[src/dhs_pkg.sv]
package dhs_pkg;
    // ------------------------------------------------------------
    // Serial mode codes in the two low bits of the control register
    // ------------------------------------------------------------
    localparam logic [1:0] DHS_MODE_START = 2'h0;
    localparam logic [1:0] DHS_MODE_NINE = 2'h1;
    localparam logic [1:0] DHS_MODE_FOUR = 2'h2;
    // Arbitrary value for the fixed upper code bits of the start byte
    localparam logic [4:0] DHS_ID_UPPER = 5'h15;
    // ------------------------------------------------------------
    // Register map of the controller (byte addresses)
    // ------------------------------------------------------------
    localparam logic [7:0] DHS_REG_CTRL = 8'h00;
    localparam logic [7:0] DHS_REG_CMD = 8'h04;
    localparam logic [7:0] DHS_REG_STATUS = 8'h08;
    localparam logic [7:0] DHS_REG_RDATA = 8'h0C;
    localparam logic [7:0] DHS_REG_DIV = 8'h10;
    localparam int DHS_CTRL_MODE_LSB = 0;
    localparam int DHS_CTRL_ID_BIT = 2;
    localparam int DHS_CMD_KIND_BIT = 8;
    localparam int DHS_CMD_READ_BIT = 9;
    localparam int DHS_CMD_HOLD_BIT = 10;
    localparam int DHS_CMD_DUMMY_LSB = 12;
    localparam logic [7:0] DHS_DIV_RESET = 8'h08;
    localparam logic [2:0] DHS_DUMMY_FRAME = 3'h5;
    localparam logic [2:0] DHS_DUMMY_STATUS = 3'h1;
    typedef enum logic [2:0] {
        DHS_IDLE = 3'b000,
        DHS_SELECT = 3'b001,
        DHS_SHIFT = 3'b010,
        DHS_NEXT = 3'b011,
        DHS_RELEASE = 3'b100
    } dhs_state_type;
endpackage

[src/dhs_clkdiv.sv]
`timescale 1ns/10ps
module dhs_clkdiv (
    input wire logic clk, // System clock
    input wire logic resetn, // Synchronous reset, low
    input wire logic run, // Count while high
    input wire logic [7:0] half_period, // Cycles per half serial period
    output logic tick // One-cycle pulse at each half period
);
    typedef struct packed {
        logic [7:0] count;
        logic tick;
    } dhs_div_type;
    dhs_div_type r, next_r;
    always_comb begin
        next_r = r;
        next_r.tick = 1'b0;
        if (!run) begin
            next_r.count = 8'h00;
        end else if (r.count + 8'h01 >= half_period) begin
            next_r.count = 8'h00;
            next_r.tick = 1'b1;
        end else begin
            next_r.count = r.count + 8'h01;
        end
    end
    always_ff @(posedge clk) begin
        if (!resetn) begin
            r <= '0;
        end else begin
            r <= next_r;
        end
    end
    assign tick = r.tick;
endmodule // dhs_clkdiv

[src/dhs_host.sv]
// The register addresses and the APB slave port are this design's own decisions.
`timescale 1ns/10ps
module dhs_host
    import dhs_pkg::*;
(
    input wire logic clk, // System clock 125 MHz
    input wire logic resetn, // Synchronous reset, low
    input wire logic psel, // APB select
    input wire logic penable, // APB enable
    input wire logic pwrite, // APB direction
    input wire logic [7:0] paddr, // APB byte address
    input wire logic [31:0] pwdata, // APB write data
    output logic [31:0] prdata, // APB read data
    output logic pready, // APB ready
    output logic pslverr, // APB error
    output logic chip_select_n, // Device chip select
    output logic write_strobe_or_serial_clock, // Serial clock out
    output logic data_command_select_pin, // Four-wire data/command pin
    output logic serial_out, // Host data to device
    output logic serial_out_en, // Drive enable of data line
    input wire logic serial_in_line // Data line level from device
);
    import dhs_pkg::*;
    // ------------------------------------------------------------
    // State
    // ------------------------------------------------------------
    typedef struct packed {
        dhs_state_type state;
        logic [1:0] mode;
        logic id_bit;
        logic [7:0] half_period;
        logic [7:0] byte_out;
        logic kind;
        logic read;
        logic hold;
        logic [2:0] dummies;
        logic pending;
        logic busy;
        logic rvalid;
        logic [7:0] rdata;
        logic [8:0] shreg;
        logic [3:0] bits;
        logic [3:0] nbits;
        logic start_phase;
        logic sclk;
        logic csn;
        logic dc;
        logic sdo;
        logic sdo_en;
        logic [7:0] rx;
        logic [2:0] skip;
        logic [31:0] prdata;
        logic [1:0] din_sync;
    } dhs_host_type;
    dhs_host_type r, next_r;
    logic tick;
    logic din;
    logic access;
    logic [3:0] word_bits;
    logic [8:0] word_value;
    logic bus_err;

    dhs_clkdiv u_div (
        .clk(clk),
        .resetn(resetn),
        .run(r.state != DHS_IDLE),
        .half_period(r.half_period),
        .tick(tick)
    );

    assign din = r.din_sync[1];
    assign access = psel && penable;

    // ------------------------------------------------------------
    // Word framing for the current mode
    // ------------------------------------------------------------
    always_comb begin
        word_bits = 4'h8;
        word_value = {1'b0, r.byte_out};
        if (r.mode == DHS_MODE_NINE) begin
            word_bits = 4'h9;
            word_value = {r.kind, r.byte_out};
        end
    end

    always_comb begin
        next_r = r;
        next_r.din_sync = {r.din_sync[0], serial_in_line};
        bus_err = 1'b0;
        // --------------------------------------------------------
        // Register slave
        // --------------------------------------------------------
        // Read data is captured in the setup cycle so it already stands
        // at the edge where the access completes
        if (psel && !penable) begin
            if (paddr == DHS_REG_CTRL) begin
                next_r.prdata = {29'h0, r.id_bit, r.mode};
            end else if (paddr == DHS_REG_CMD) begin
                next_r.prdata = {17'h0, r.dummies, 1'b0, r.hold, r.read, r.kind, r.byte_out};
            end else if (paddr == DHS_REG_STATUS) begin
                next_r.prdata = {29'h0, r.rvalid, r.pending, r.busy};
            end else if (paddr == DHS_REG_RDATA) begin
                next_r.prdata = {24'h0, r.rdata};
            end else if (paddr == DHS_REG_DIV) begin
                next_r.prdata = {24'h0, r.half_period};
            end else begin
                next_r.prdata = 32'h0;
            end
        end
        if (access) begin
            if (paddr == DHS_REG_CTRL) begin
                if (pwrite && !r.busy) begin
                    next_r.mode = pwdata[DHS_CTRL_MODE_LSB +: 2];
                    next_r.id_bit = pwdata[DHS_CTRL_ID_BIT];
                end
            end else if (paddr == DHS_REG_CMD) begin
                if (pwrite && !r.pending) begin
                    next_r.byte_out = pwdata[7:0];
                    next_r.kind = pwdata[DHS_CMD_KIND_BIT];
                    next_r.read = pwdata[DHS_CMD_READ_BIT];
                    next_r.hold = pwdata[DHS_CMD_HOLD_BIT];
                    next_r.dummies = pwdata[DHS_CMD_DUMMY_LSB +: 3];
                    next_r.pending = 1'b1;
                end else if (pwrite) begin
                    bus_err = 1'b1;
                end
            end else if (paddr == DHS_REG_RDATA) begin
                if (!pwrite) begin
                    next_r.rvalid = 1'b0;
                end
            end else if (paddr == DHS_REG_DIV) begin
                if (pwrite && pwdata[7:0] != 8'h00) begin
                    next_r.half_period = pwdata[7:0];
                end
            end else if (paddr != DHS_REG_STATUS) begin
                bus_err = 1'b1;
            end
        end
        // --------------------------------------------------------
        // Serial engine
        // --------------------------------------------------------
        case (r.state)
            DHS_IDLE: begin
                next_r.sclk = 1'b0;
                next_r.csn = 1'b1;
                next_r.sdo_en = 1'b0;
                if (r.pending) begin
                    next_r.busy = 1'b1;
                    next_r.csn = 1'b0;
                    next_r.state = DHS_SELECT;
                    next_r.start_phase = (r.mode == DHS_MODE_START) && r.csn;
                end
            end
            DHS_SELECT: begin
                if (tick) begin
                    next_r.sdo_en = 1'b1;
                    next_r.dc = r.kind;
                    next_r.skip = r.read ? r.dummies : 3'h0;
                    if (r.start_phase) begin
                        next_r.shreg = {DHS_ID_UPPER, r.id_bit, r.kind, r.read, 1'b0};
                        next_r.nbits = 4'h8;
                    end else begin
                        // Nine-bit reads run as word writes; software enables reads first
                        next_r.shreg = word_value << (4'h9 - word_bits);
                        next_r.nbits = word_bits;
                        if (r.read && r.mode == DHS_MODE_START) begin
                            next_r.sdo_en = 1'b0;
                        end
                    end
                    next_r.sdo = next_r.shreg[8];
                    next_r.bits = 4'h0;
                    next_r.state = DHS_SHIFT;
                end
            end
            DHS_SHIFT: begin
                if (tick && !r.sclk) begin
                    next_r.sclk = 1'b1;
                    next_r.rx = {r.rx[6:0], din};
                    next_r.bits = r.bits + 4'h1;
                end else if (tick) begin
                    next_r.sclk = 1'b0;
                    if (r.bits == r.nbits) begin
                        next_r.state = DHS_NEXT;
                    end else begin
                        next_r.shreg = {r.shreg[7:0], 1'b0};
                        next_r.sdo = r.shreg[7];
                    end
                end
            end
            DHS_NEXT: begin
                next_r.sclk = 1'b0;
                if (r.start_phase) begin
                    next_r.start_phase = 1'b0;
                    // Let go of the line one clock after the device starts answering
                    if (r.read) begin
                        next_r.sdo_en = 1'b0;
                    end
                    next_r.state = DHS_SELECT;
                end else begin
                    if (r.read && r.skip != 3'h0) begin
                        next_r.skip = r.skip - 3'h1;
                        next_r.nbits = 4'h8;
                        next_r.bits = 4'h0;
                        next_r.sdo_en = 1'b0;
                        next_r.state = DHS_SHIFT;
                    end else begin
                        if (r.read) begin
                            next_r.rdata = r.rx;
                            next_r.rvalid = 1'b1;
                        end
                        next_r.pending = 1'b0;
                        // A held frame keeps select low so multi-byte pixels share it;
                        // busy low in release marks the frame as held open
                        next_r.busy = !r.hold;
                        next_r.state = DHS_RELEASE;
                    end
                end
            end
            DHS_RELEASE: begin
                if (!r.busy) begin
                    if (r.pending) begin
                        next_r.busy = 1'b1;
                        next_r.start_phase = 1'b0;
                        next_r.state = DHS_SELECT;
                    end
                end else if (tick) begin
                    next_r.csn = 1'b1;
                    next_r.sdo_en = 1'b0;
                    next_r.busy = 1'b0;
                    next_r.state = DHS_IDLE;
                end
            end
            default: begin
                next_r.state = DHS_IDLE;
            end
        endcase
    end

    always_ff @(posedge clk) begin
        if (!resetn) begin
            r <= '0;
            r.state <= DHS_IDLE;
            r.csn <= 1'b1;
            r.half_period <= DHS_DIV_RESET;
            r.mode <= DHS_MODE_FOUR;
        end else begin
            r <= next_r;
        end
    end

    assign prdata = r.prdata;
    assign pready = 1'b1;
    assign pslverr = bus_err;
    assign chip_select_n = r.csn;
    assign write_strobe_or_serial_clock = r.sclk;
    assign data_command_select_pin = r.dc;
    assign serial_out = r.sdo;
    assign serial_out_en = r.sdo_en;
endmodule // dhs_host

[config.mk]
export PLATFORM = sky130hd
export DESIGN_NAME = dhs_host
export DESIGN_NICKNAME = d
export VERILOG_FILES = /design/src/dhs_pkg.sv /design/src/dhs_clkdiv.sv /design/src/dhs_host.sv
export SDC_FILE = /design/constraint.sdc
export NUM_CORES = 1
export LEC_CHECK = 0
export BUFFER_PORTS_ARGS = -buffer_cell sky130_fd_sc_hd__buf_2
export CAP_MARGIN = 10
export CORE_ASPECT_RATIO = 0.6
export CORE_UTILIZATION = 56
export CTS_CLUSTER_SIZE = 16
export DETAILED_ROUTE_END_ITERATION = 8
export GPL_TIMING_DRIVEN = 0
export PLACE_DENSITY = 0.82
export SETUP_SLACK_MARGIN = 0.3
export SYNTH_ARGS = -nofsm -noshare
export SYNTH_HDL_FRONTEND = slang
export SYNTH_SLANG_ARGS = --single-unit
[constraint.sdc]
create_clock -name clk -period 2.9 [get_ports clk]
set_clock_uncertainty 0.2 [all_clocks]
set_input_delay 0.145 -clock clk [delete_from_list [all_inputs] [get_ports clk]]
set_output_delay 0.145 -clock clk [all_outputs]
set_load 0.005 [all_outputs]
After elaboration in Yosys (flattened, before gate mapping)

Index checks and enable logic that the tools add are counted.

Bits in registers: 115
Logic and storage cells: 200

Add/sub/neg operators: 4
Order comparisons: 1
Eq/ne operators: 29
Shifts and indexed selects: 1
Muxes and demuxes: 85
Bitwise logic cells: 7
Reduce and logical (&&, ||, !) cells: 45

Operator list:

| cell                  | number |
|---|---|
| $mux W8               | 8 |
| $mux W1               | 41 |
| $mux W3               | 13 |
| $mux W9               | 4 |
| $mux W15              | 2 |
| $mux W11              | 2 |
| $ne A2 B2 Y1 const B  | 11 |
| $reduce_and A4 Y1     | 5 |
| $eq A8 B4 Y1 const B  | 2 |
| $mux W16              | 1 |
| $pmux W8 S2           | 1 |
| $pmux W3 S5           | 1 |
| $reduce_and A5 Y1     | 3 |
| $pmux W4 S3           | 1 |
| $reduce_and A6 Y1     | 2 |
| $reduce_bool A3 Y1    | 4 |
| $logic_and A1 B1 Y1   | 9 |
| $shl A9 B4 Y9         | 1 |
| $add A8 B1 Y8 const B | 1 |
| $eq A8 B3 Y1 const B  | 1 |
| $eq A8 B5 Y1 const B  | 1 |
| $ge A8 B8 Y1          | 1 |
| $logic_not A8 Y1      | 1 |
| $mux W4               | 2 |
| other kinds (29)      | 54 |

Depth between registers and ports, before layout

Gate-level depths: netlist (run 1).

Depth in word-level cells: 9
Depth in mapped cells: 9
Depth with buffers taken out: 9

By module

A second synthesis (run 1) with hierarchy kept.

Cells, all modules: 575
Area total of the unflattened synthesis: 5,099.9 µm²

By module, submodules not included:

| module     | instances | cells an instance | area an instance (µm²) | seq. area each (µm²) |
|---|---|---|---|---|
| dhs_host   | 1         | 514               | 4,478.0                | 1,721.7 |
| dhs_clkdiv | 1         | 61                | 621.8                  | 180.2 |

Least setup slack after synthesis (run 1)

Ideal clock, no wire load.

Path type: register to register
From: register u_div.r[1] in the netlist's numbering
To: register u_div.r[3] in the netlist's numbering
Library setup time: 65 ps
Data arrival time: 1,966 ps
Path slack: 669 ps
Cell stages (with the launch flop): 10
Path buffers: 0
Clock period less this slack: 2,231 ps
Path through: dfxtp_1 nand3_1 nor2_1 xor2_1 ha_1 a21o_1 a21o_1 a211oi_1 a21bo_2 nor2b_1

Word-level cells in the longest chain between the ends: 3

RTL lines:

| item                              | RTL line                           | source |
|---|---|---|
| from (decl)                       | dhs_clkdiv.sv:13                   | `dhs_div_type r, next_r;` |
| from (signal assigned)            | dhs_clkdiv.sv:30                   | `r <= next_r;` |
| $add A8 B1 Y8 *                   | dhs_clkdiv.sv:19, dhs_clkdiv.sv:23 |  |
| $ge A8 B8 Y1                      | dhs_clkdiv.sv:19                   | `end else if (r.count + 8'h01 >= half_period) begin` |
| $reduce_or A3 Y1 (no source line) | --                                 |  |

Every way passes the cells marked *; elsewhere a longest branch is shown, timed or not.
A chain may end at the register's enable or synchronous reset.

Worst setup path in the final report (run 1)

From: register u_div.r[1] in the netlist's numbering
To: register u_div.r[8] in the netlist's numbering

Same word-level chain as after synthesis.

==> results of run 1 <==
==> layout make-up <==
cell class,instances,share of cell area (%)
multi-input combinational,422,45.18
sequential,95,32.15
inverter,17,1.077
buffer,69,7.119
timing repair buffer,62,6.675
tap,112,2.366
clock inverter,6,1.563
clock buffer,10,3.866
==> path summary, 6_finish.rpt <==
check | endpoint | slack, ns | cells past startpoint
min | u_div.tick$_SDFF_PN0_ | 0.04 | 3
max reg2reg | u_div.r[8]$_SDFF_PP0_ | 0.39 | 9
min reg2reg | din$_SDFF_PN0_ | 0.24 | 1
max | u_div.r[8]$_SDFF_PP0_ | 0.39 | 9
==> what timing repair did <==
| item | in CTS | in global routing |
|---|---|---|
| gates resized for setup | 0 | 4 |
| hold endpoints to repair | 28 | 0 |
| hold buffers | 17 | 0 |
| endpoints found under the setup margin | 0 | 7 |
==> power breakdown <==
part           switching (mW)  internal (mW)
Sequential           0.000824           1.31
Combinational          0.0811         0.0663
Clock                   0.518          0.760
==> Yosys cell counts, types with 11 or more instances <==
master | count | area share, %
sky130_fd_sc_hd__dfxtp_1 | 95 | 38
sky130_fd_sc_hd__nand2_1 | 73 | 5.5
sky130_fd_sc_hd__nor2_1 | 51 | 3.8
sky130_fd_sc_hd__mux2i_1 | 38 | 7.6
sky130_fd_sc_hd__buf_4 | 35 | 5.3
sky130_fd_sc_hd__a21oi_1 | 32 | 3.2
sky130_fd_sc_hd__nand3_1 | 25 | 2.5
sky130_fd_sc_hd__o21ai_0 | 24 | 2.4
sky130_fd_sc_hd__nor2b_1 | 22 | 2.8
sky130_fd_sc_hd__clkbuf_1 | 17 | 1.3
sky130_fd_sc_hd__inv_1 | 16 | 1.2
sky130_fd_sc_hd__buf_2 | 12 | 1.2
sky130_fd_sc_hd__ha_1 | 12 | 3.0
sky130_fd_sc_hd__a22oi_1 | 11 | 1.7
==> placed cells by master, fill, tap and decap left out, drive strengths merged, types with 3 or more instances in the layout <==
cell type / instances
nor2: 51
nand4: 3
inv: 17
a21boi: 7
and3: 6
a22oi: 12
nor3b: 3
xor2: 6
nand3b: 11
nor3: 10
o21ai: 24
ha: 12
o2111ai: 4
nor2b: 22
nand2: 73
a21oi: 32
nor4: 6
dlygate4sd3: 17
buf: 96
nand3: 26
a211oi: 6
clkbuf: 28
xnor2: 3
nand2b: 6
conb: 19
mux2i: 38
a31oi: 4
dfxtp: 95
o21a: 5
==> critical path: cells and delay by family, from the launching register on <==
family	cells	cell delay (ns)
flip-flops	1	0.38
AND/OR/NAND/NOR	3	0.40
XOR/XNOR	1	0.21
AO/OA/AOI/OAI	4	0.96
adder cells (fa/ha/maj)	1	0.29
==> layer usage <==
layer / wire length, µm / up-vias / global-route usage (%)
met5: 0 / - / 0
met4: 316 / 0 / 10.84
met3: 1569 / 38 / 10.76
met2: 5857 / 254 / 47.16
met1: 5997 / 2138 / 39.86
li1: - / 2164 / -
==> registers in the layout, summed over array words and instances (netlist names) <==
signal / flops
chip_select_n: 1
data_command_select_pin: 1
din: 1
next_r: 1
prdata: 14
r: 65
serial_out: 1
serial_out_en: 1
u_div.r: 8
u_div.tick: 1
write_strobe_or_serial_clock: 1
==> through the flow <==
step                utilization [%]  cells
floorplan                         -    603
global placement              63.10    760
detailed placement            63.10    760
CTS                           68.82    793
global route                  68.97    793
finish                        68.97    793
==> logic make-up (layout without fill, tap and decap cells) <==
kind of cell / count (synthesis) / in the layout / synth area share (%)
simple gates: 227 / 227 / 24.02
other cells: 2 / 19 / 0.1505
fa+ha+maj: 12 / 12 / 3.009
flops: 95 / 95 / 38.11
xor+xnor: 9 / 9 / 1.580
mux: 40 / 40 / 8.149
compound gates: 115 / 115 / 15.25
buf+inv: 86 / 164 / 9.729
==> results summary, run 1 <==
The leakage component of the power is between 2 and 3 nW. The smallest clock period supported by the final layout is computed as 2.512 ns. The TritonCTS buffer count came out at 9.

The overall power after layout came out at ~2.7 mW. The via count of the first global-routing pass came to 4139. Registers take 1904 µm².

The critical path data required time is roughly 3.0 ns. The max-slew violation count came out at 0. The highest attainable clock frequency is 398.1 MHz. The number of setup buffers added after CTS came out at 0. The number of hold violations in the final report came out at 0. Summing all placed instances gives a cell area of 5419 µm². Of all nets on the critical path, the largest fanout is 7. For this run, design rule violations remaining after detail routing come to 0.

The number of DRC markers in iteration 0 is 391. The sequential element share of the synthesized area came out at 38.11%. For this configuration, the core starts out at a cell density of between 50% and 60%. The worst hold path begins at resetn. The distinct cell type count of the synthesized netlist is 65.

The filler cells instantiated in the layout total 695. The clock drives 95 sinks. STA classifies the critical path startpoint as a flop. Summing all multi-input logic gate instances after layout gives 2676 µm². For this run, the detailed router's first-pass iteration total came to 7.

The global placer's final weighted congestion is 0.9628. The total core area is about 8600 µm². The instance count of the mapped netlist came out at around 590. The relative max-transition margin came out at about half.

The remaining number of nets flagged by the antenna check after routing came out at 0. The area growth from synthesis to final layout is 18.71%. The mean post-synth cell area is between 8 and 9 µm².

The flow ran to the end, and the final reports show no timing, DRC or antenna violations. The maximum level of the CTS H-tree came out at 3. The routed layout has 4594 vias. The class of the tightest hold or removal check is in2reg. The count of inserted antenna diode cells came out at 0. For this run, the number of Yosys warnings is 0. The number of max-cap violations came out at 0. Clock tree synthesis selected as its root buffer the cell sky130_fd_sc_hd__clkbuf_16.

The most critical setup path has its startpoint at u_div.r[1]$_SDFF_PP0_. The overall fraction of global-route tracks in use is 30.58%. After routing the design area is 5923 µm². The final hold slack came out at approximately 0.045 ns. Setup repair after global routing left no endpoint under its margin. The worst-case IR drop observed on VDD is roughly 0.32 mV. For the worst-skew pair, the clock arrives at the later sink with an insertion delay of 0.35 ns.

The total congestion overflow after global routing is 0. The worst path setup slack after routing came out at 0.3883 ns. The aggregate negative setup slack came out at 0 ns. The full die area is just over 9000 µm².

The number of placed I/O pins is 85. The cell with the most instances on the worst path is sky130_fd_sc_hd__a21o_1. The delay of the slowest cell on the worst path is 0.38 ns.

The share of the clock period used by the worst path after layout is between 80% and 90%. The arrival time at the worst endpoint is roughly 2.6 ns. The number of synthesized register bits came out at 95. The measured slew at the worst slew-check pin came out at 0.7490 ns. The number of antenna violations at the first check in global routing came out at 0.

The die width came out at roughly 120 µm. The total setup violations reported at the end of the flow came out at 0. Summed over all nets, the half-perimeter wirelength after detailed placement is 9607 µm. The worst setup path is captured at a flop. Counting flops with a built-in enable in the synthesized netlist gives 0.

The pre-CTS worst setup slack came out at approximately 0.4 ns. The count of buffers from port buffering is 45. For this design, the slowest cell found on the critical path is sky130_fd_sc_hd__dfxtp_2. The first global-routing pass estimated 20900 µm of wire.

Of all flip-flops after synthesis, the portion carrying an async set or reset was 0%. After detailed routing, the total wire length is 13740 µm. The most instantiated flip-flop cell in the synthesis netlist is sky130_fd_sc_hd__dfxtp_1. The mapped netlist covers 4990 µm². The clock-pin slew on the worst setup and hold paths came out at approximately 0.070 ns. The critical path goes through nand3_2 -> nor2_1 -> xor2_1 -> ha_1 -> a21o_1 -> a21o_1 -> a211oi_2 -> a21bo_2 -> nor2b_1.

In the final design database the tool counted about 730 nets. The number of vias per cell came out at around 5.8. The share of post-route cells with drive strength above 1 is between 10% and 20%. The number of standard-cell rows in the floorplan came out at 26.

The setup path with the least slack is of type reg2reg. The power per cell area came out at ~460 nW/µm². The worst register-to-register path begins at u_div.r[1]$_SDFF_PP0_. The die is between 70 and 80 µm tall. The mean routed wirelength per cell came out at 17.33 µm.

The largest net degree at the start of global routing is 17. TritonCTS built the clock tree. The number of buffers between clock root and the deepest sink came out at 2.
No activity file was read; power rests on OpenSTA's default activity.
==> run 2: changes to the inputs <==
--- a/config.mk
+++ b/config.mk
@@ -13,7 +13,7 @@
 export DETAILED_ROUTE_END_ITERATION = 8
 export GPL_TIMING_DRIVEN = 0
 export PLACE_DENSITY = 0.82
-export SETUP_SLACK_MARGIN = 0.3
+export SETUP_SLACK_MARGIN = 0.5
 export SYNTH_ARGS = -nofsm -noshare
 export SYNTH_HDL_FRONTEND = slang
 export SYNTH_SLANG_ARGS = --single-unit
==> constraint.sdc (replaced) <==
create_clock -name clk -period 2.9 [get_ports clk]
set_clock_uncertainty 0.2 [all_clocks]
set_input_delay 0.435 -clock clk [delete_from_list [all_inputs] [get_ports clk]]
set_output_delay 0.435 -clock clk [all_outputs]
set_load 0.005 [all_outputs]
==> run 2 against run 1 <==
Non-clock buffer count decreased by 13. Highest routed layer unchanged. Global-route usage decreased by 0.93 points. Setup slack improved by 0.033 ns.
==> results summary, run 2 (synthesis gave the netlist of run 1 again) <==
The wire length after detailed routing is around 14000 µm. The number of buffers between clock root and the deepest sink came out at 2. The register with the most flip-flops in the layout has 65 of them. The post-DP HPWL is 9607 µm. The total congestion overflow after global routing is 0. Setup total negative slack on the finished layout was measured at 0 ns. The remaining number of nets flagged by the antenna check after routing came out at 0. In this run, the number of DRC markers left after iteration 0 of detailed routing was just over 500.

The insertion delay to the later sink of the worst-skew pair came out at roughly 0.35 ns. The critical register-to-register path startpoint is u_div.r[2]$_SDFF_PP0_. The number of hold violations in the final report came out at 0. The via count of the first global-routing pass was 3991. The worst setup path is launched from a flop. The worst reg2reg path depth is 9. The number of vias per cell came out at slightly below 6.

The hold buffer count at CTS is 0. In this run the tool buffered the top-level ports with 45 buffer cells. The reg-to-reg setup timing slack came out at approximately 0.42 ns. The number of standard-cell rows in the floorplan came out at 26. The power per cell area came out at between 400 and 500 nW/µm². The die outline height is approximately 75 µm.

Of the available clock period, the critical path in the final layout requires between 80% and 90%. The clock network power share came out at 47.2%. The core region is around 8600 µm². The library cells used most frequently in the layout, excluding fill and tap cells, are sky130_fd_sc_hd__dfxtp_1 (90), sky130_fd_sc_hd__nand2_1 (73), sky130_fd_sc_hd__buf_2 (57), sky130_fd_sc_hd__nor2_1 (50), sky130_fd_sc_hd__buf_4 (39). After routing the design area is 5834 µm². The largest fanout on the critical path is 7. Internal power comes to between 2 and 2.5 mW. The switching fraction of total power is between 20% and 30%. Setup repair after global routing could not meet its margin everywhere.

The part of the power in combinational logic is around 4.8%. The highest attainable clock frequency came out at 403.4 MHz. For this run, the detailed router's first-pass iteration total came to 6.

The endpoint of the most critical register-to-register path is u_div.r[4]$_SDFF_PP0_. The clock-pin slew on the worst setup and hold paths came out at 0.07 ns. Summed over all nets, the switching power comes to roughly 0.6 mW. The total setup violations reported at the end of the flow is 0. The critical path data required time is slightly below 3 ns.

By startpoint and endpoint, the worst setup path is classified as reg2reg. The measured slew at the worst slew-check pin is approximately 0.75 ns. The tightest min-delay check is of the in2reg type.

The mean routed wirelength per cell is around 17 µm. Per report_power, the sequential group accounts for ~48% of the total. The filler cells instantiated in the layout total 698. Headroom to the max-slew limit came out at 49.30%. The clock period minus final worst setup slack came out at between 2 and 2.5 ns. The number of nets in the layout came out at around 720. The detailed-route DRC error count is 0. The max-slew violation count came out at 0.

The largest voltage drop on the vdd net is approximately 0.32 mV. The endpoint class of the critical path is a flop. The area growth from synthesis to layout is 16.93%. In this run the static leakage power is 2.457 nW. The count of inserted antenna diode cells is 0. The starting density of the core is 58.10%. The critical path launch point is u_div.r[2]$_SDFF_PP0_. The number of max-cap violations came out at 0.

TritonCTS built the clock tree. The share of post-route cells with drive strength above 1 came out at a little over a fifth. The number of antenna violations at the first check in global routing came out at 0.

The end point of the critical path is u_div.r[4]$_SDFF_PP0_. r holds more flip-flops than any other register. Once placement finished, the instance area stood at 5419 µm². The number of placed I/O pins came out at 85. The global placer's final weighted congestion came out at approximately 0.96. The die width came out at 123.9 µm. The arrival time at the worst endpoint came out at around 2.6 ns.

The run finished with clean final reports. The maximum level of the CTS H-tree is 3. The global-route wire length before repair is slightly above 20000 µm.

Counting the buffers created by CTS gives 9. Entering global routing, the biggest net connects 17 pins. The full die area is about 9300 µm². Global routing consumed, over all layers together, approximately 30% of the routing resources. The leading cell type in the layout, fill and taps excluded is sky130_fd_sc_hd__dfxtp_1.

The total number of vias came out at between 4000 and 5000. In this run the clock root is driven by a sky130_fd_sc_hd__clkbuf_16. The number of clock sinks seen by CTS is 95.
[run 2: timing repair]
item / in CTS / in global routing
gates resized for setup: 6 / 11
setup endpoints to repair: 7 / 9
setup buffers: 0 / 4
pin swaps: 3 / 9
endpoints found under the hold margin: 0 / 0
[run 2: routing by layer]
metal	global-route usage [%]	part of all wire [%]
met1	40.14	44
met2	44.38	43
met3	10.15	12
met4	9.639	1.3
met5	0	0
[run 2: worst min-delay path by stage]
stage / startpoint / to / cells past startpoint
finish: serial_in_line / next_r[1]$_SDFF_PN0_ / 2
global route: serial_in_line / next_r[1]$_SDFF_PN0_ / 2
CTS: serial_in_line / next_r[1]$_SDFF_PN0_ / 2
detailed placement: next_r[1]$_SDFF_PN0_ / din$_SDFF_PN0_ / 1
global placement: next_r[1]$_SDFF_PN0_ / din$_SDFF_PN0_ / 1
floorplan: next_r[1]$_SDFF_PN0_ / din$_SDFF_PN0_ / 1
[run 2: layout make-up]
| class | count | area [µm²] | area share [%] |
|---|---|---|---|
| plain buffers | 69 | 421.7 | 7.227 |
| clock buffers | 10 | 229.0 | 3.925 |
| clock inverters | 6 | 92.59 | 1.587 |
| inverters | 17 | 63.81 | 1.094 |
| multi-input cells | 422 | 2719 | 46.60 |
| flip-flops and latches | 95 | 1913 | 32.79 |
| well taps | 112 | 140.1 | 2.402 |
| repair buffers | 49 | 255.2 | 4.375 |
[run 2: worst max-delay path: stages (launching register included)]
cell	delay, ns
sky130_fd_sc_hd__dfxtp_2	0.40
sky130_fd_sc_hd__nand3_4	0.10
sky130_fd_sc_hd__nor2_2	0.10
sky130_fd_sc_hd__xor2_1	0.20
sky130_fd_sc_hd__ha_1	0.29
sky130_fd_sc_hd__a21o_1	0.17
sky130_fd_sc_hd__a21o_1	0.19
sky130_fd_sc_hd__a211oi_2	0.30
sky130_fd_sc_hd__a21bo_4	0.30
sky130_fd_sc_hd__nor2b_1	0.14
[run 2: power groups by stage]
| stage | registers (mW) | clock network, mW | logic [mW] |
|---|---|---|---|
| 2_1_floorplan | 1.34 | 0 | 0.0788 |
| 3_3_place_gp | 1.34 | 0 | 0.123 |
| 3_5_place_dp | 1.34 | 0 | 0.125 |
| 4_1_cts | 1.31 | 1.29 | 0.126 |
| 5_1_grt | 1.30 | 1.34 | 0.141 |
| 6_report | 1.31 | 1.28 | 0.131 |
[run 2: metrics by stage]
stage	setup slack, ns	util [%]	std cells	hold WS, ns	power [mW]
2_1_floorplan	0.6686	-	603	0.2119	1.415
3_3_place_gp	0.4824	63.10	760	0.2293	1.460
3_5_place_dp	0.3978	63.10	760	0.2284	1.462
4_1_cts	0.5241	67.09	776	0.08299	2.719
5_1_grt	0.4072	67.93	780	0.08428	2.782
6_report	0.4210	67.93	780	0.08609	2.718
==> run 3: changes to the inputs <==
--- a/config.mk
+++ b/config.mk
@@ -7,12 +7,14 @@
 export LEC_CHECK = 0
 export BUFFER_PORTS_ARGS = -buffer_cell sky130_fd_sc_hd__buf_2
 export CAP_MARGIN = 10
+export CELL_PAD_IN_SITES_DETAIL_PLACEMENT = 1
+export CELL_PAD_IN_SITES_GLOBAL_PLACEMENT = 2
 export CORE_ASPECT_RATIO = 0.6
-export CORE_UTILIZATION = 56
+export CORE_UTILIZATION = 34
 export CTS_CLUSTER_SIZE = 16
 export DETAILED_ROUTE_END_ITERATION = 8
 export GPL_TIMING_DRIVEN = 0
-export PLACE_DENSITY = 0.82
+export PLACE_DENSITY = 0.83
 export SETUP_SLACK_MARGIN = 0.5
 export SYNTH_ARGS = -nofsm -noshare
 export SYNTH_HDL_FRONTEND = slang
==> run 3 against run 2 <==
Fmax rose by 1.1%. Combinational power is essentially flat. Die area grew 63%. Non-clock buffer count fell by 1. Total power shrank 1.1%. Largest power group unchanged. First-iteration DRC count fell by 38%. Sequential power hardly changed. Clock power about the same. Largest cell class unchanged.
==> results summary, run 3 (synthesis gave the netlist of run 1 again) <==
The flow ran to the end, and the final reports show no timing, DRC or antenna violations. STA classifies the critical path startpoint as a flop. The register with the most flip-flops is r.

The total congestion overflow after global routing came out at 0. The share of the core filled with cells came out at 42.38%. The flip-flop count of the largest register, all copies and words added is 65.

The wire length after detailed routing is approximately 16000 µm. Setup repair after global routing could not meet its margin everywhere. The die outline height is about 96 µm. The number of clock sinks seen by CTS is 95. In the layout the commonest cells are sky130_fd_sc_hd__dfxtp_1 (91), sky130_fd_sc_hd__nand2_1 (73), sky130_fd_sc_hd__buf_2 (57), sky130_fd_sc_hd__nor2_1 (50). The total core area came out at ~14000 µm².

After the first detailed-routing iteration, the DRC count stood at slightly above 300. In the final timing run, aggregate negative setup slack is 0 ns. The die width came out at 158.4 µm.

The remaining number of nets flagged by the antenna check after routing is 0. The total setup violations reported at the end of the flow came out at 0. The share of total power in sequential cells is ~49%.

The global-route wire length before repair came out at ~24000 µm. The count of fill cells added during filler insertion came out at around 1700. The detailed router placed roughly 4400 vias in this run. The leakage component of the power is 2.463 nW. The internal power of the cells came out at between 2 and 2.5 mW. At the later pin of the worst-skew pair, clock insertion delay measures 0.35 ns. In this run the tightest slew margin relative to its limit is 52.02%. The number of nets in the layout came out at slightly above 700. The full die area came out at ~15000 µm². The max-slew violation count came to 0. The clock period minus final worst setup slack is ~2.5 ns. The hold buffer count at CTS is 0. The critical path data required time came out at just under 3 ns. The tightest min-delay check is of the in2reg type.

The arrival time at the worst endpoint came out at 2.53 ns. The net switching power is 0.6148 mW. The mean routed wirelength per cell is between 15 and 20 µm. TritonCTS built the clock tree.

The largest net degree at the start of global routing came out at 16. The final hold slack came out at 0.08974 ns. The TritonCTS buffer count is 9. After clock tree synthesis, the clock-pin slew on the worst setup and hold paths is 0.07 ns.

The area of placed instances is approximately 5500 µm². The clock network power share came out at a little under half. The starting density of the core is between 30% and 40%. The share of post-route cells with drive strength above 1 came out at between 20 and 25%. The via count of the first global-routing pass is 4293.

The switching fraction of total power is between 20 and 25%. After detailed routing, the number of vias per cell comes to approximately 5.1. The finished cells cover between 5000 and 6000 µm². The count of buffers added on input and output ports is 45.

The highest attainable clock frequency is 407.8 MHz. The number of placed I/O pins is 85. The detailed-route DRC error count is 0. The clock tree synthesis step divided the H-tree into 3 levels. The overall fraction of global-route tracks in use is between 20% and 30%. The share of the clock period used by the worst path after layout is 84.55%.

The largest fanout on the critical path is 7. The global placer's final weighted congestion came out at around 0.85. The post-DP HPWL came out at around 12000 µm.

The leading cell type in the layout, fill and taps excluded is sky130_fd_sc_hd__dfxtp_1. The number of antenna diodes in the final layout is 0. The measured slew at the worst slew-check pin came out at slightly above 0.7 ns. In this run the power density over the cells is 453.2 nW/µm².

From synthesis to final layout, the design area changed by 18.88%. VDD sags by at most between 0.2 and 0.3 mV. The number of antenna violations at the first check in global routing came out at 0. The endpoint class of the critical path is a flop. The number of detailed-routing iterations run before antenna repair is 4. The number of max-cap violations is 0.

The overall power after layout is ~2.7 mW. Row generation in the floorplan step produced 33 rows. The number of buffers between clock root and the deepest sink came out at 2.

The part of the power in combinational logic came out at ~5.0%. The clock tree root driver cell is sky130_fd_sc_hd__clkbuf_16. The number of hold violations in the final report was 0. The critical path class is reg2reg.
[run 3: cell type report]
type / instances / area [µm²] / area share [%]
Inverter: 17 / 63.81 / 1.076
Buffer: 69 / 422.9 / 7.129
Sequential cell: 95 / 1912 / 32.23
Clock inverter: 4 / 53.80 / 0.9070
Timing Repair Buffer: 48 / 247.7 / 4.176
Multi-Input combinational cell: 422 / 2735 / 46.11
Tap cell: 192 / 240.2 / 4.050
Clock buffer: 12 / 256.5 / 4.324
[run 3: final timing paths]
check	start	to	slack, ns	depth (start not counted)
min	serial_in_line	next_r[1]$_SDFF_PN0_	0.09	2
max reg2reg	u_div.r[4]$_SDFF_PP0_	u_div.r[3]$_SDFF_PP0_	0.45	9
max	u_div.r[4]$_SDFF_PP0_	u_div.r[3]$_SDFF_PP0_	0.45	9
min reg2reg	next_r[1]$_SDFF_PN0_	din$_SDFF_PN0_	0.24	1
[run 3: power groups by stage]
stage	sequential [mW]	combinational, mW	clock [mW]
final	1.30	0.134	1.25
after detailed placement	1.34	0.132	0
after CTS	1.31	0.133	1.26
after floorplan	1.34	0.0788	0
after global routing	1.30	0.147	1.32
after global placement	1.34	0.130	0
[run 3: metrics by stage]
step                std cells  setup WS (ns)
floorplan                 603         0.6686
global placement          840         0.3369
detailed placement        840         0.1890
CTS                       858         0.4919
global route              859         0.3582
finish                    859         0.4480
[run 3: worst max-delay path, stage by stage, from the launching register on]
cell and delay [ns]:
sky130_fd_sc_hd__dfxtp_1 0.39, sky130_fd_sc_hd__nand2_1 0.11, sky130_fd_sc_hd__nor2_4 0.13, sky130_fd_sc_hd__xor2_2 0.23
sky130_fd_sc_hd__ha_1 0.28, sky130_fd_sc_hd__a21o_1 0.16, sky130_fd_sc_hd__a21o_1 0.17, sky130_fd_sc_hd__a211oi_2 0.29
sky130_fd_sc_hd__a21bo_4 0.30, sky130_fd_sc_hd__nor2b_1 0.12
[run 3: routing by layer]
layer  track usage [%]  routed length, µm  vias up
li1                  -                  -     2136
met1             32.80               8493     2163
met2             30.88               6232       93
met3             3.782                702       11
met4             4.247                130        0
met5                 0                  0        -
[run 3: what timing repair did]
| action | 4_1_cts | 5_1_grt |
|---|---|---|
| hold endpoints to repair | 0 | 0 |
| setup buffers | 2 | 1 |
| pin swaps | 4 | 6 |
| endpoints found under the setup margin | 9 | 13 |
| gates resized for setup | 10 | 11 |
| cloned | 0 | 0 |
